## src/design/fdrs_pkg.sv

```systemverilog
// constants, field layout and types shared by the drive sequencer files
// assumes a single 40 MHz clock and a synchronous active-high reset
package fdrs_pkg;

  // clock and time base
  localparam int unsigned CLK_HZ     = 40_000_000;
  localparam int unsigned CYC_PER_US = CLK_HZ / 1_000_000;
  localparam int unsigned US_W       = 18;
  localparam int unsigned TB_W       = 7;

  // times in their own units, counts derived from them
  localparam int unsigned TRIM_ON_TIME_US   = 390;
  localparam int unsigned TRIM_HOLD_TIME_US = 800;
  localparam int unsigned READ_RECOV_US     = 100;
  localparam int unsigned READ_PULSE_US     = 1;
  localparam int unsigned MOTOR_UP_MS       = 250;
  localparam int unsigned STEP_TOTAL_MS     = 20;
  localparam int unsigned INDEX_PULSE_MS    = 4;

  localparam logic [US_W-1:0] TRIM_ON_US   = US_W'(TRIM_ON_TIME_US);
  localparam logic [US_W-1:0] TRIM_HOLD_US = US_W'(TRIM_HOLD_TIME_US);
  localparam logic [US_W-1:0] RECOV_US     = US_W'(READ_RECOV_US);
  localparam logic [US_W-1:0] MOTOR_UP_US  = US_W'(MOTOR_UP_MS * 1000);
  localparam logic [US_W-1:0] SETTLE_US    = US_W'(STEP_TOTAL_MS * 1000);
  localparam logic [US_W-1:0] INDEX_US     = US_W'(INDEX_PULSE_MS * 1000);
  localparam logic [5:0]      RD_PULSE_CYC = 6'(READ_PULSE_US * CYC_PER_US);
  localparam logic [6:0]      MAX_TRACK    = 7'h4f;

  // register map
  localparam logic [7:0]  REG_CTRL     = 8'h00;
  localparam logic [7:0]  REG_STATUS   = 8'h04;
  localparam int unsigned CTRL_EN_BIT  = 0;
  localparam int unsigned CTRL_UNIT_LO = 1;
  localparam logic        CTRL_EN_RST  = 1'b1;
  localparam logic [1:0]  CTRL_UNIT_RST = 2'h0;
  localparam int unsigned ST_BUSY   = 0;
  localparam int unsigned ST_TRIM   = 1;
  localparam int unsigned ST_PROT   = 2;
  localparam int unsigned ST_READY  = 3;
  localparam int unsigned ST_SPUN   = 4;
  localparam int unsigned ST_SETTLD = 5;
  localparam int unsigned ST_PHASE  = 6;
  localparam int unsigned ST_TRACK  = 8;

  // synchronised pin vector positions
  localparam int unsigned PIN_SEL   = 0;
  localparam int unsigned PIN_MOTOR = 4;
  localparam int unsigned PIN_DIR   = 5;
  localparam int unsigned PIN_STEP  = 6;
  localparam int unsigned PIN_WDAT  = 7;
  localparam int unsigned PIN_WGATE = 8;
  localparam int unsigned PIN_SIDE  = 9;
  localparam int unsigned PIN_HOLE  = 10;
  localparam int unsigned PIN_PROT  = 11;
  localparam int unsigned PIN_PEAK  = 12;
  localparam int unsigned PIN_HOME  = 13;
  localparam int unsigned PIN_W     = 14;

  typedef enum logic [1:0] {
    W_IDLE  = 2'b00,
    W_WRITE = 2'b01,
    W_TAIL  = 2'b10
  } fdrs_wr_e;

endpackage

```

## src/design/fdrs_tick_if.sv

```systemverilog
// carries the microsecond tick from the timebase to the sequencer
// assumes both ends share one clock
interface fdrs_tick_if;
  logic tick_us;
  modport drv (output tick_us);
  modport use_ (input tick_us);
endinterface

```

## src/design/fdrs_timebase.sv

```systemverilog
// free-running divider giving a one-cycle tick each microsecond
// assumes i_mclk at the package clock rate
module fdrs_timebase
  import fdrs_pkg::*;
#(
  parameter logic [TB_W-1:0] P_DIV = TB_W'(CYC_PER_US)
)(
  input  wire logic i_mclk,
  input  wire logic i_srst,
  fdrs_tick_if.drv  tb
);

  typedef struct packed {
    logic [TB_W-1:0] cnt;
    logic            tick;
  } fdrs_tb_s;

  fdrs_tb_s st_q;
  fdrs_tb_s st_d;

  always_comb
  begin
    st_d      = st_q;
    st_d.tick = 1'b0;
    if (st_q.cnt == P_DIV - TB_W'(1))
    begin
      st_d.cnt  = '0;
      st_d.tick = 1'b1;
    end
    else
    begin
      st_d.cnt = st_q.cnt + TB_W'(1);
    end
  end

  always_ff @(posedge i_mclk)
  begin
    if (i_srst)
      st_q <= '0;
    else
      st_q <= st_d;
  end

  assign tb.tick_us = st_q.tick;

endmodule

```

## src/design/fdrs_seq.sv

```systemverilog
// write/erase, read, index, track-zero and positioner sequencing of a minifloppy drive
// assumes controller pins and sensors asynchronous, register port on i_mclk
//
// Overview of operation
// trim erase on 390 us after gate
// trim erase held 800 us after gate
// write busy from gate to trim end
// write current on with gate when ready; write current follows gate, selection and protect without checking ready
// write waveform toggles per write pulse
// controller waits 250 ms after motor start
// controller waits 20 ms after last step
// first write pulse 4 to 8 us
// controller adds trailing write pulse
// controller waits 100 us after trim end
// read ready at latest of all delays
// 1 us read pulse per peak
// one shaped index pulse per hole
// protected media disables writing, reports status
// track zero at outer track, home phase
// one stepper phase per track moved
// no positioner motion during writes
// spindle runs only while enabled
// one head by side, read isolated writing
// deselected: inputs ignored, status inactive; head side still drives o_head_sel while deselected
// step acts on trailing edge, selected
// direction low steps inward, high outward
// side low picks second surface
// timebase timed delays, cleared at reset
module fdrs_seq
  import fdrs_pkg::*;
#(
  parameter logic [US_W-1:0] P_TRIM_ON_US   = TRIM_ON_US,
  parameter logic [US_W-1:0] P_TRIM_HOLD_US = TRIM_HOLD_US,
  parameter logic [US_W-1:0] P_MOTOR_UP_US  = MOTOR_UP_US,
  parameter logic [US_W-1:0] P_SETTLE_US    = SETTLE_US,
  parameter logic [US_W-1:0] P_INDEX_US     = INDEX_US,
  parameter logic [6:0]      P_MAX_TRACK    = MAX_TRACK
)(
  input  wire logic        i_mclk,
  input  wire logic        i_srst,
  input  wire logic [7:0]  i_addr,
  input  wire logic [31:0] i_wdata,
  input  wire logic        i_wr,
  input  wire logic        i_rd,
  output logic      [31:0] o_rdata,
  input  wire logic [3:0]  i_unit_select_n,
  input  wire logic        i_spindle_enable_n,
  input  wire logic        i_direction_n,
  input  wire logic        i_step_pulse_n,
  input  wire logic        i_write_pulse_n,
  input  wire logic        i_write_gate_n,
  input  wire logic        i_head_side_n,
  input  wire logic        i_index_hole,
  input  wire logic        i_protect_sense,
  input  wire logic        i_read_peak,
  input  wire logic        i_home_sense,
  output logic             o_index_pulse_n,
  output logic             o_home_track_n,
  output logic             o_media_protected_n,
  output logic             o_read_pulse_n,
  output logic             o_write_current_en,
  output logic             o_write_wave,
  output logic             o_trim_erase,
  output logic             o_read_isolate,
  output logic      [1:0]  o_head_sel,
  output logic      [3:0]  o_stepper_phase,
  output logic             o_spindle_run
);

  typedef struct packed {
    logic [PIN_W-1:0] sy1;
    logic [PIN_W-1:0] sy2;
    logic [PIN_W-1:0] prv;
    logic             en;
    logic [1:0]       unit;
    logic             sel;
    fdrs_wr_e         wst;
    logic [US_W-1:0]  wcnt;
    logic [US_W-1:0]  recov;
    logic [US_W-1:0]  motor;
    logic [US_W-1:0]  settle;
    logic [US_W-1:0]  idx;
    logic [5:0]       rdc;
    logic [6:0]       track;
    logic [1:0]       phase;
    logic             trim;
    logic             wcur;
    logic             wave;
    logic             idx_n;
    logic             home_n;
    logic             prot_n;
    logic             rd_n;
    logic             isol;
    logic [1:0]       head;
    logic [3:0]       stp;
    logic             spin;
    logic [31:0]      rdata;
  } fdrs_seq_s;

  fdrs_seq_s st_q;
  fdrs_seq_s st_d;

  fdrs_tick_if tick_if ();

  fdrs_timebase u_timebase (
    .i_mclk (i_mclk),
    .i_srst (i_srst),
    .tb     (tick_if.drv)
  );

  // counts one microsecond tick down, sticking at zero
  function automatic logic [US_W-1:0] dec_us(input logic [US_W-1:0] c, input logic t);
    dec_us = (t && c != '0) ? c - US_W'(1) : c;
  endfunction

  function automatic logic [3:0] phase_drive(input logic [1:0] p);
    phase_drive = 4'h1 << p;
  endfunction

  logic       tick;
  logic       gate_act;
  logic       prot;
  logic       busy;
  logic       wdat_fall;
  logic       step_go;
  logic       spin_act;
  logic       ready;
  logic [6:0] trk_n;

  assign tick = tick_if.tick_us;

  always_comb
  begin
    st_d     = st_q;
    st_d.sy1 = {i_home_sense, i_read_peak, i_protect_sense, i_index_hole, i_head_side_n,
                i_write_gate_n, i_write_pulse_n, i_step_pulse_n, i_direction_n,
                i_spindle_enable_n, i_unit_select_n};
    st_d.sy2 = st_q.sy1;
    st_d.prv = st_q.sy2;

    // register port writes
    if (i_wr && i_addr == REG_CTRL)
    begin
      st_d.en   = i_wdata[CTRL_EN_BIT];
      st_d.unit = i_wdata[CTRL_UNIT_LO +: 2];
    end

    // a deselected drive sees every control input except head side as idle
    st_d.sel  = st_q.en && !st_q.sy2[PIN_SEL + 32'(st_q.unit)];
    gate_act  = st_q.sel && !st_q.sy2[PIN_WGATE];
    prot      = st_q.sy2[PIN_PROT];
    busy      = st_q.wst != W_IDLE;
    wdat_fall = st_q.prv[PIN_WDAT] && !st_q.sy2[PIN_WDAT];
    spin_act  = st_q.sel && !st_q.sy2[PIN_MOTOR];

    // write / trim erase sequencing, all delays on the microsecond tick
    st_d.wcnt  = dec_us(st_q.wcnt, tick);
    st_d.recov = dec_us(st_q.recov, tick);
    unique case (st_q.wst)
      W_IDLE:
      begin
        // protected media never starts a write
        if (gate_act && !prot)
        begin
          st_d.wst  = W_WRITE;
          st_d.wcnt = P_TRIM_ON_US;
        end
      end
      W_WRITE:
      begin
        if (st_q.wcnt == '0)
          st_d.trim = 1'b1;
        if (!gate_act)
        begin
          st_d.wst  = W_TAIL;
          st_d.wcnt = P_TRIM_HOLD_US;
          st_d.trim = 1'b1;
        end
      end
      W_TAIL:
      begin
        // a new gate during the tail continues with trim already on
        if (gate_act && !prot)
        begin
          st_d.wst  = W_WRITE;
          st_d.wcnt = '0;
        end
        else if (st_q.wcnt == '0)
        begin
          st_d.wst   = W_IDLE;
          st_d.trim  = 1'b0;
          st_d.recov = RECOV_US;
        end
      end
    endcase

    st_d.wcur = st_d.wst == W_WRITE && gate_act && !prot && st_d.sel;
    if (wdat_fall && st_q.wcur)
      st_d.wave = !st_q.wave;

    // positioner: trailing edge of step, never while writing
    step_go = st_q.sel && !st_q.prv[PIN_STEP] && st_q.sy2[PIN_STEP] && !busy;
    trk_n   = st_q.track;
    if (step_go)
    begin
      if (!st_q.sy2[PIN_DIR])
      begin
        if (st_q.track != P_MAX_TRACK)
          trk_n = st_q.track + 7'h01;
      end
      else if (st_q.track != '0)
      begin
        trk_n = st_q.track - 7'h01;
      end
      st_d.settle = P_SETTLE_US;
    end
    else
    begin
      st_d.settle = dec_us(st_q.settle, tick);
    end
    // phase follows only real motion, so end stops cannot skew it
    if (trk_n > st_q.track)
      st_d.phase = st_q.phase + 2'h1;
    else if (trk_n < st_q.track)
      st_d.phase = st_q.phase - 2'h1;
    st_d.track = trk_n;
    st_d.stp   = phase_drive(st_d.phase);

    // spindle run-up timer restarts whenever the motor is dropped
    st_d.spin  = spin_act;
    st_d.motor = spin_act ? dec_us(st_q.motor, tick) : P_MOTOR_UP_US;

    // index pulse shaper on the rising edge of the hole sensor
    if (!st_q.prv[PIN_HOLE] && st_q.sy2[PIN_HOLE])
      st_d.idx = P_INDEX_US;
    else
      st_d.idx = dec_us(st_q.idx, tick);

    // read pulse; peaks during a pulse are dropped to keep its width fixed
    if (st_q.rdc != '0)
      st_d.rdc = st_q.rdc - 6'h01;
    else if (!st_q.prv[PIN_PEAK] && st_q.sy2[PIN_PEAK] && st_q.sel && !busy)
      st_d.rdc = RD_PULSE_CYC;

    ready = st_q.spin && st_q.motor == '0 && st_q.settle == '0 && !busy
            && st_q.recov == '0;

    // interface status, all inactive high while deselected; read isolate and head select are not gated by selection
    st_d.idx_n  = !(st_d.sel && st_d.idx != '0);
    st_d.home_n = !(st_d.sel && st_d.track == '0 && st_d.phase == '0
                    && st_q.sy2[PIN_HOME]);
    st_d.prot_n = !(st_d.sel && prot);
    st_d.rd_n   = !(st_d.sel && st_d.rdc != '0);
    st_d.isol   = st_d.wst != W_IDLE;
    st_d.head   = st_q.sy2[PIN_SIDE] ? 2'h1 : 2'h2;

    st_d.rdata = '0;
    if (i_rd && i_addr == REG_CTRL)
    begin
      st_d.rdata[CTRL_EN_BIT]        = st_q.en;
      st_d.rdata[CTRL_UNIT_LO +: 2]  = st_q.unit;
    end
    else if (i_rd && i_addr == REG_STATUS)
    begin
      st_d.rdata[ST_BUSY]       = busy;
      st_d.rdata[ST_TRIM]       = st_q.trim;
      st_d.rdata[ST_PROT]       = prot;
      st_d.rdata[ST_READY]      = ready;
      st_d.rdata[ST_SPUN]       = st_q.spin && st_q.motor == '0;
      st_d.rdata[ST_SETTLD]     = st_q.settle == '0;
      st_d.rdata[ST_PHASE +: 2] = st_q.phase;
      st_d.rdata[ST_TRACK +: 7] = st_q.track;
    end
  end

  always_ff @(posedge i_mclk)
  begin
    if (i_srst)
    begin
      st_q        <= '0;
      st_q.sy1    <= '1;
      st_q.sy2    <= '1;
      st_q.prv    <= '1;
      st_q.en     <= CTRL_EN_RST;
      st_q.unit   <= CTRL_UNIT_RST;
      st_q.wst    <= W_IDLE;
      st_q.motor  <= P_MOTOR_UP_US;
      st_q.idx_n  <= 1'b1;
      st_q.home_n <= 1'b1;
      st_q.prot_n <= 1'b1;
      st_q.rd_n   <= 1'b1;
      st_q.head   <= 2'h1;
      st_q.stp    <= 4'h1;
    end
    else
    begin
      st_q <= st_d;
    end
  end

  assign o_rdata             = st_q.rdata;
  assign o_index_pulse_n     = st_q.idx_n;
  assign o_home_track_n      = st_q.home_n;
  assign o_media_protected_n = st_q.prot_n;
  assign o_read_pulse_n      = st_q.rd_n;
  assign o_write_current_en  = st_q.wcur;
  assign o_write_wave        = st_q.wave;
  assign o_trim_erase        = st_q.trim;
  assign o_read_isolate      = st_q.isol;
  assign o_head_sel          = st_q.head;
  assign o_stepper_phase     = st_q.stp;
  assign o_spindle_run       = st_q.spin;
endmodule

```

## config.mk

```make
export PLATFORM = sky130hd
export DESIGN_NAME = fdrs_seq
export DESIGN_NICKNAME = d
export VERILOG_FILES = /design/src/design/fdrs_pkg.sv /design/src/design/fdrs_tick_if.sv /design/src/design/fdrs_timebase.sv /design/src/design/fdrs_seq.sv
export SDC_FILE = /design/constraint.sdc
export NUM_CORES = 1
export LEC_CHECK = 0
export ABC_AREA = 0
export BUFFER_PORTS_ARGS = -buffer_cell sky130_fd_sc_hd__buf_2
export CORE_MARGIN = 2
export CORE_UTILIZATION = 35
export DETAILED_ROUTE_END_ITERATION = 6
export HOLD_SLACK_MARGIN = 0.08
export PLACE_DENSITY = 0.61
export SLEW_MARGIN = 5
export SYNTH_ARGS = -nofsm -noshare
export SYNTH_HDL_FRONTEND = slang
export SYNTH_SLANG_ARGS = --single-unit
```

## constraint.sdc

```tcl
create_clock -name i_mclk -period 11.5 [get_ports i_mclk]
set_input_delay 2.3 -clock i_mclk [delete_from_list [all_inputs] [get_ports i_mclk]]
set_output_delay 2.3 -clock i_mclk [all_outputs]
set_load 0.02 [all_outputs]
```

==> flow_metrics.tcl, run 1 <==
set metrics [dict create \
    die_width_um 157 \
    timing.slew.headroom_pct 32.4 \
    min_period_over_period_pct 36.8 \
    power.total_w 0.00130 \
    fin_nets 1068 \
    h-tree-depth 4 \
    synth_seq_cells 181 \
    routed_wl_um 16300 \
    initial_core_util_pct 35.9 \
    fin_skew_ns 0.00816 \
    timing.final.ws_setup_ns 7.27 \
    dp_slack_ns 6.75 \
    clk_pin_slew_ns 0.07 \
    yosysWarnings 0 \
    ir_drop_mv 0.0670 \
    cts_resized 0 \
    final.setup.tns_ns 0 \
    fin_crit_ns 4.23 \
    worstHoldPathType "reg2reg" \
    syn_area_um2 8180 \
    timing.fmax_mhz 236 \
    grt_pass1_wl_um 27400 \
    dp.final_hpwl_um 11400 \
    post_cts_buffers 0 \
    first_iter_violations 355 \
    async_reset_ff_share_pct 0 \
    dp.cells 1283 \
    cts_made_buffers 17 \
    clock_latency_ns 0.43 \
    grt_max_degree 78 \
    ant_nets 0 \
    synth_edf_count 0 \
    setup_violations 0 \
    drv_slew 0 \
    final_layout_size_suffix_gt1_share_pct 14.1 \
    area_delta_synth_final_pct 11.0 \
    ff2ff_path_depth 15 \
    cap_viol_max_count 0 \
    vias 6329 \
    gp_congestion 0.832 \
    synth_cell_types 62 \
    grt_util_all_layers_pct 13.8 \
    coreArea_um2 22800 \
    boundaryPins 105 \
    routed_via_density 4.82 \
    required_ns 11.81 \
    start_kind "register" \
    root_buffer "clkbuf_16" \
    postSynthAreaPerCell_um2 8.53 \
    synth_cells 958 \
    synthFlopType "dfxtp_1" \
    crit_fanout 6 \
    tightest_slew_ns 1.01 \
    clkSinkCount 181 \
    wl_per_cell_um 12.4 \
    overflow 0 \
    antenna_found_initial 0 \
    die_h_um 157 \
    cts_hold_buf 0 \
    die_area_um2 24600 \
    drcViolationCount 0 \
    fin_cells 1314 \
    rsz0062_at_grt "no" \
    portBuffers 58 \
    cts_tree "done" \
    p_leak_nw 3.58 \
    power.density_nw_per_um2 143 \
    num_antenna_cells 0 \
    min_path_cells 1 \
    status "completed" \
    whs_ns 0.411 \
    worst_setup_path_end_kind "register" \
    clk_path_buf_depth 2 \
    cp.arrival_ns 4.54 \
    grt_pass1_vias 5810 \
    synth.yosys.seq_area_share_pct 44.3 \
    fillCellCount 2285 \
    std_cell_rows 55 \
    hold_viol_final 0 \
    first_pass_iters 5 \
    crit_type "reg2reg" \
]
[layer usage]
metal,track usage (%),wire (um)
met5,0,0
met4,4.24,227
met3,3.49,657
met2,22.8,7530
met1,17.7,7900
[registers in the layout, indices dropped and copies added, names as in the netlist, 4 cells and up]
name             cells
o_rdata             15
o_stepper_phase      4
st_d                27
st_q               116
u_timebase.st_q      7
[final timing paths]
check | from | slack, ns | to
worst min-delay path | st_d[181] | 0.41 | st_d[167]
worst max-delay path | st_q[50] | 7.27 | o_home_track_n
worst min register to register | st_d[181] | 0.41 | st_d[167]
worst max register to register | st_q[50] | 7.27 | o_home_track_n
[synth_stat cells, types with 21 or more instances]
| cell | number | area share, % |
|---|---|---|
| buf_4 | 39 | 3.6 |
| or2_2 | 39 | 3.0 |
| o21ai_0 | 22 | 1.3 |
| ha_1 | 21 | 3.2 |
| xor2_1 | 36 | 3.9 |
| inv_1 | 37 | 1.7 |
| nor2_1 | 151 | 6.9 |
| nand2_1 | 76 | 3.5 |
| dfxtp_1 | 181 | 44 |
| clkbuf_1 | 21 | 0.96 |
| nand3_1 | 36 | 2.2 |
| a21oi_1 | 40 | 2.4 |
| xnor2_1 | 41 | 4.4 |
| nor3_1 | 49 | 3.0 |
[report_power, final]
group | total [W] | internal [W] | leakage (nW) | switching (W)
Sequential | 0.000656 | 0.000644 | 1.47 | 0.0000121
Clock | 0.000542 | 0.000282 | 0.262 | 0.000260
Combinational | 0.000105 | 0.0000398 | 1.85 | 0.0000651
[per-stage QoR]
stage          area [um^2]  utilization (%)
6_report              9080             39.9
5_1_grt               9080             39.9
4_1_cts               9080             39.9
3_5_place_dp          8530             37.5
3_3_place_gp          8530             37.5
2_1_floorplan         8240                -
[area by class of cell]
type	count	area (um^2)	area share [%]
clock inverters	14	119	1.31
repair buffers	59	298	3.28
multi-input cells	692	4080	44.9
flip-flops and latches	181	3620	39.9
clock buffers	17	425	4.69
well taps	313	392	4.31
inverters	38	143	1.57
[critical path: stages (launching register included)]
cell       delay, ns
dfxtp_1         0.37
inv_1           0.16
ha_1            0.20
or3b_2          0.49
nor3_2          0.31
a2bb2oi_1       0.19
nor3_1          0.06
a21oi_1         0.27
inv_1           0.09
ha_1            0.29
and3_1          0.18
a221o_1         0.34
a31oi_1         0.20
mux2i_1         0.33
xor2_1          0.15
or4_1           0.50
[cell families after synthesis]
| logic type | share of synthesized area [%] |
|---|---|
| compound gates | 7.90 |
| xor+xnor | 8.25 |
| fa+ha+maj | 3.21 |
| buf+inv | 6.53 |
| flops | 44.3 |
| mux | 1.50 |
| other cells | 0.0459 |
| simple gates | 28.2 |
[placed cells by master (no fill, tap or decap), drive strengths merged, types with 6 or more instances in the layout]
cell    instances
a211oi         10
a21oi          40
and2            8
and3            6
buf            59
clkbuf         17
clkinv          6
conb           17
dfxtp         181
ha             21
inv            43
mux2i          10
nand2          77
nand2b          8
nand3          36
nand3b          6
nand4          10
nor2          151
nor2b           9
nor3           51
nor3b           8
nor4           18
o21ai          23
or2            39
or3            10
or4            13
xnor2          41
xor2           36
No activity file was read; power rests on OpenSTA's default activity.
==> run 2: changes to the inputs <==
Settings changed: PLACE_DENSITY 0.61 to 0.63.
Clock period 11.5 ns to 3.6 ns, I/O delays scaled along.
==> run 2 against run 1 <==
  * Clock skew is 0.0016 ns higher
  * Design area is 4.2% higher
  * Flip-flop and latch count stayed put
  * Final cell count is 2.4% higher
  * Hold slack worse by 0.0028 ns
  * Largest cell class unchanged
  * Largest power group unchanged
==> flow_metrics.tcl, run 2 (same netlist as run 1, synthesis figures left out) <==
set metrics [dict create \
    grt_max_degree 40 \
    power.density_nw_per_um2 452 \
    start_kind "register" \
    drcViolationCount 0 \
    wl_per_cell_um 12.6 \
    num_antenna_cells 0 \
    die_width_um 157 \
    crit_type "reg2reg" \
    antenna_found_initial 0 \
    cts_made_buffers 17 \
    die_area_um2 24600 \
    whs_ns 0.408 \
    regArea_um2 3630 \
    final_common_cell "dfxtp_1" \
    clk_path_buf_depth 2 \
    initial_core_util_pct 35.9 \
    cap_viol_max_count 0 \
    fin_skew_ns 0.00979 \
    die_h_um 157 \
    required_ns 3.91 \
    multiInputGateArea_um2 4170 \
    min_period_over_period_pct 97.2 \
    clk_pin_slew_ns 0.07 \
    timing.slew.headroom_pct 44.8 \
    fillCellCount 2268 \
    grt_pass1_wl_um 28400 \
    grt_pass1_vias 6012 \
    rsz0062_at_grt "yes" \
    worst_setup_path_end_kind "register" \
    dp.final_hpwl_um 11900 \
    largest_reg_flops 116 \
    boundaryPins 105 \
    timing.fmax_mhz 286 \
    routed_via_density 4.75 \
    final_layout_size_suffix_gt1_share_pct 18.5 \
    final_cell_mix "179 x dfxtp_1, 150 x nor2_1, 76 x nand2_1" \
    clock_latency_ns 0.44 \
    ant_nets 0 \
    cp.arrival_ns 3.81 \
    std_cell_rows 55 \
    timing.final.ws_setup_ns 0.101 \
    fin_nets 1099 \
    cts_hold_buf 0 \
    fin_crit_ns 3.50 \
    crit_fanout 3 \
    regMostFlops "st_q" \
    tightest_slew_ns 0.821 \
    vias 6395 \
    cts_tree "done" \
    h-tree-depth 4 \
    area_delta_synth_final_pct 15.7 \
    dp_slack_ns -0.0363 \
    gp_congestion 0.829 \
    routed_wl_um 16900 \
    first_iter_violations 409 \
    setup_violations 0 \
    root_buffer "clkbuf_16" \
    portBuffers 58 \
    overflow 0 \
    p_leak_nw 3.78 \
    coreArea_um2 22800 \
    drv_slew 0 \
    first_pass_iters 4 \
    clkSinkCount 181 \
    worstHoldPathType "reg2reg" \
    hold_viol_final 0 \
    grt_util_all_layers_pct 14.2 \
    status "completed" \
    power.total_w 0.00428 \
    ir_drop_mv 0.329 \
    fin_util_pct 41.5 \
]
-- run 2: changes by cell type in the layout (fill, tap and decap cells not counted), sizes merged --
cell      change
buf          +31
clkinvlp      -2
inv           +2
clkbuf        +1
-- run 2: path summary, 6_finish.rpt --
kind             start             end  slack [ns]  cells past startpoint
min reg2reg  st_d[178]       st_d[164]        0.41                      1
max reg2reg   st_q[49]  o_home_track_n        0.10                     17
max           st_q[49]  o_home_track_n        0.10                     17
min          st_d[178]       st_d[164]        0.41                      1
-- run 2: area by class of cell --
cell class | instances | area share (%)
multi-input cells | 692 | 44.0
flip-flops and latches | 181 | 38.3
repair buffers | 90 | 5.69
clock buffers | 18 | 4.64
well taps | 313 | 4.14
clock inverters | 14 | 1.65
inverters | 38 | 1.51
-- run 2: repair_timing --
item,in CTS,in global routing
pin swaps,4,12
setup endpoints to repair,1,6
resized for setup,7,15
gates cloned,0,0
buffers inserted,3,3
-- run 2: metal layers --
layer / GRT usage (%) / routed length (um) / vias up
met5: 0 / 0 / -
met4: 3.80 / 121 / 0
met3: 2.94 / 614 / 7
met2: 24.1 / 7980 / 118
met1: 18.4 / 8230 / 2942
li1: - / - / 3328
-- run 2: critical path: stages (launching register included) --
cell and delay, ns:
dfxtp_2 0.32, inv_2 0.07, ha_4 0.13, or3b_4 0.39
nor3_4 0.25, a2bb2oi_1 0.20, nor3_1 0.06, a21oi_1 0.17
inv_1 0.09, ha_4 0.28, and3_4 0.17, buf_4 0.11
nand3_2 0.07, a31oi_1 0.19, xnor2_1 0.14, nor3_2 0.16
nand3_1 0.12, or4_1 0.47
-- run 2: power breakdown --
| part | internal [W] | total [W] | switching [W] |
|---|---|---|---|
| registers | 0.00205 | 0.00210 | 0.0000414 |
| logic | 0.000129 | 0.000335 | 0.000207 |
| clock network | 0.000952 | 0.00185 | 0.000896 |
-- run 2: metrics by stage --
stage	std cells	cell area (um^2)	setup TNS (ns)
floorplan	974	8250	0
global placement	1309	8740	0
detailed placement	1309	8740	-0.0363
CTS	1344	9380	0
global route	1346	9460	-0.109
finish	1346	9460	0
==> run 3: changes to the inputs <==
Settings changed: CORE_UTILIZATION 35 to 52, PLACE_DENSITY 0.63 to 0.82.
==> run 3 against run 2 <==
  * The flow now finishes with violations (negative setup slack)
  * Sequential share of layout area barely moved
  * Via count rose by 5.3%
  * Clock-buffer cell count up 3
  * Non-clock buffer count grew 10
  * Critical path type unchanged
  * Highest routed layer unchanged
  * Final cell count decreased by 6.9%
  * Register-to-register slack worse by 0.10 ns
  * Flip-flop and latch count unchanged
  * Die area decreased by 32%
  * Wire length is 1.0% higher
  * Critical endpoint unchanged
==> flow_metrics.tcl, run 3 (same netlist as run 1, synthesis figures left out) <==
set metrics [dict create \
    clk_path_buf_depth 2 \
    first_pass_iters 5 \
    grt_max_degree 54 \
    hold_viol_final 0 \
    worst_setup_path_end_kind "register" \
    ant_nets 0 \
    initial_core_util_pct 53.6 \
    antenna_found_initial 0 \
    violations "negative setup slack" \
    final_layout_size_suffix_gt1_share_pct 20.0 \
    regMostFlops "st_q" \
    min_period_over_period_pct 100 \
    overflow 0 \
    cap_viol_max_count 0 \
    power.total_w 0.00438 \
    std_cell_rows 45 \
    grt_pass1_wl_um 27700 \
    clock_latency_ns 0.44 \
    first_iter_violations 507 \
    area_delta_synth_final_pct 15.7 \
    cp.arrival_ns 3.91 \
    gp_congestion 0.865 \
    root_buffer "clkbuf_16" \
    ir_drop_mv 0.358 \
    timing.final.ws_setup_ns -0.00365 \
    coreArea_um2 15300 \
    die_h_um 129 \
    setup_violations 1 \
    p_leak_nw 3.83 \
    die_width_um 129 \
    fin_skew_ns 0.00830 \
    cts_hold_buf 0 \
    fin_util_pct 62.0 \
    fin_nets 1109 \
    grt_util_all_layers_pct 20.7 \
    tightest_slew_ns 0.788 \
    grt_pass1_vias 6062 \
    fin_crit_ns 3.60 \
    routed_via_density 5.37 \
    clk_pin_slew_ns 0.07 \
    crit_fanout 4 \
    num_antenna_cells 0 \
    timing.fmax_mhz 277 \
    routed_wl_um 17100 \
    cts_tree "done" \
    die_area_um2 16700 \
    power.density_nw_per_um2 463 \
    drv_slew 0 \
    vias 6734 \
    portBuffers 58 \
    crit_type "reg2reg" \
    cts_made_buffers 17 \
    start_kind "register" \
    largest_reg_flops 116 \
    status "finished with violations" \
    h-tree-depth 4 \
    final_cell_mix "178 x dfxtp_1, 151 x nor2_1, 76 x nand2_1" \
    drcViolationCount 0 \
    clkSinkCount 181 \
    final_common_cell "dfxtp_1" \
    required_ns 3.91 \
    boundaryPins 105 \
    timing.slew.headroom_pct 47.0 \
    dp.final_hpwl_um 11300 \
    wl_per_cell_um 13.7 \
    worstHoldPathType "reg2reg" \
    rsz0062_at_grt "yes" \
]
-- run 3: cell types whose count changed in the layout (fill, tap and decap cells not counted), moves of 2 or more --
cell,before,now
inv_8,5,0
o22ai_2,0,2
bufinv_16,0,3
clkbuf_8,1,4
o21ai_1,5,2
clkinv_8,3,0
ha_1,19,16
inv_6,3,1
buf_4,30,42
o22ai_1,4,2
ha_2,0,3
o21ai_0,18,20
buf_6,2,0
-- run 3: final cells by class --
class / instances / area, um^2
clock inverter: 10 / 145
multi-input combinational: 692 / 4190
tap: 211 / 264
clock buffer: 21 / 480
fill: 1207 / 5800
timing repair buffer: 100 / 606
inverter: 38 / 143
sequential: 181 / 3630
-- run 3: worst paths after layout --
| check | startpoint | to | slack, ns | cells past startpoint |
|---|---|---|---|---|
| worst max-delay path | st_q[50] | o_home_track_n | -0.004 | 15 |
| worst min-delay path | st_d[181] | st_d[167] | 0.41 | 1 |
| worst max register to register | st_q[50] | o_home_track_n | -0.004 | 15 |
| worst min register to register | st_d[181] | st_d[167] | 0.41 | 1 |
-- run 3: worst max-delay path, cell delays in order (launching register included) --
cell and delay [ns]:
dfxtp_2 0.34, inv_2 0.05, ha_4 0.16, or3b_4 0.26
nor3_4 0.06, buf_4 0.15, or4_4 0.42, o21a_1 0.21
o22ai_2 0.17, inv_1 0.09, ha_2 0.18, a221o_1 0.36
a31oi_2 0.16, mux2i_1 0.28, xor2_1 0.11, or4_1 0.50
-- run 3: timing repair --
item                                   CTS  global route
resized for setup                        5            21
setup endpoints to repair                1             7
endpoints found under the hold margin    0             0
buffers inserted                        14             5
pin swaps                                3            15
-- run 3: per-stage QoR --
step	setup slack, ns	hold WS [ns]	std cells	setup TNS, ns	area, um^2
2_1_floorplan	0.000249	0.379	974	0	8250
3_3_place_gp	0.0254	0.391	1206	0	8600
3_5_place_dp	0.00551	0.397	1206	0	8600
4_1_cts	0.0236	0.410	1251	0	9360
5_1_grt	-0.134	0.426	1253	-0.134	9460
6_report	-0.00365	0.405	1253	-0.00365	9460
-- run 3: power by group --
part	switching, W	internal [W]
sequential	0.0000391	0.00206
combinational	0.000214	0.000129
clock	0.000772	0.00117
-- run 3: layer usage --
metal  track usage (%)  vias to the layer above  wire (um)
met4              7.86                        0        410
met1              25.4                     3121       7660
met3              4.42                       38        788
met5                 0                        -          0
li1                  -                     3359          -
met2              35.8                      216       8260
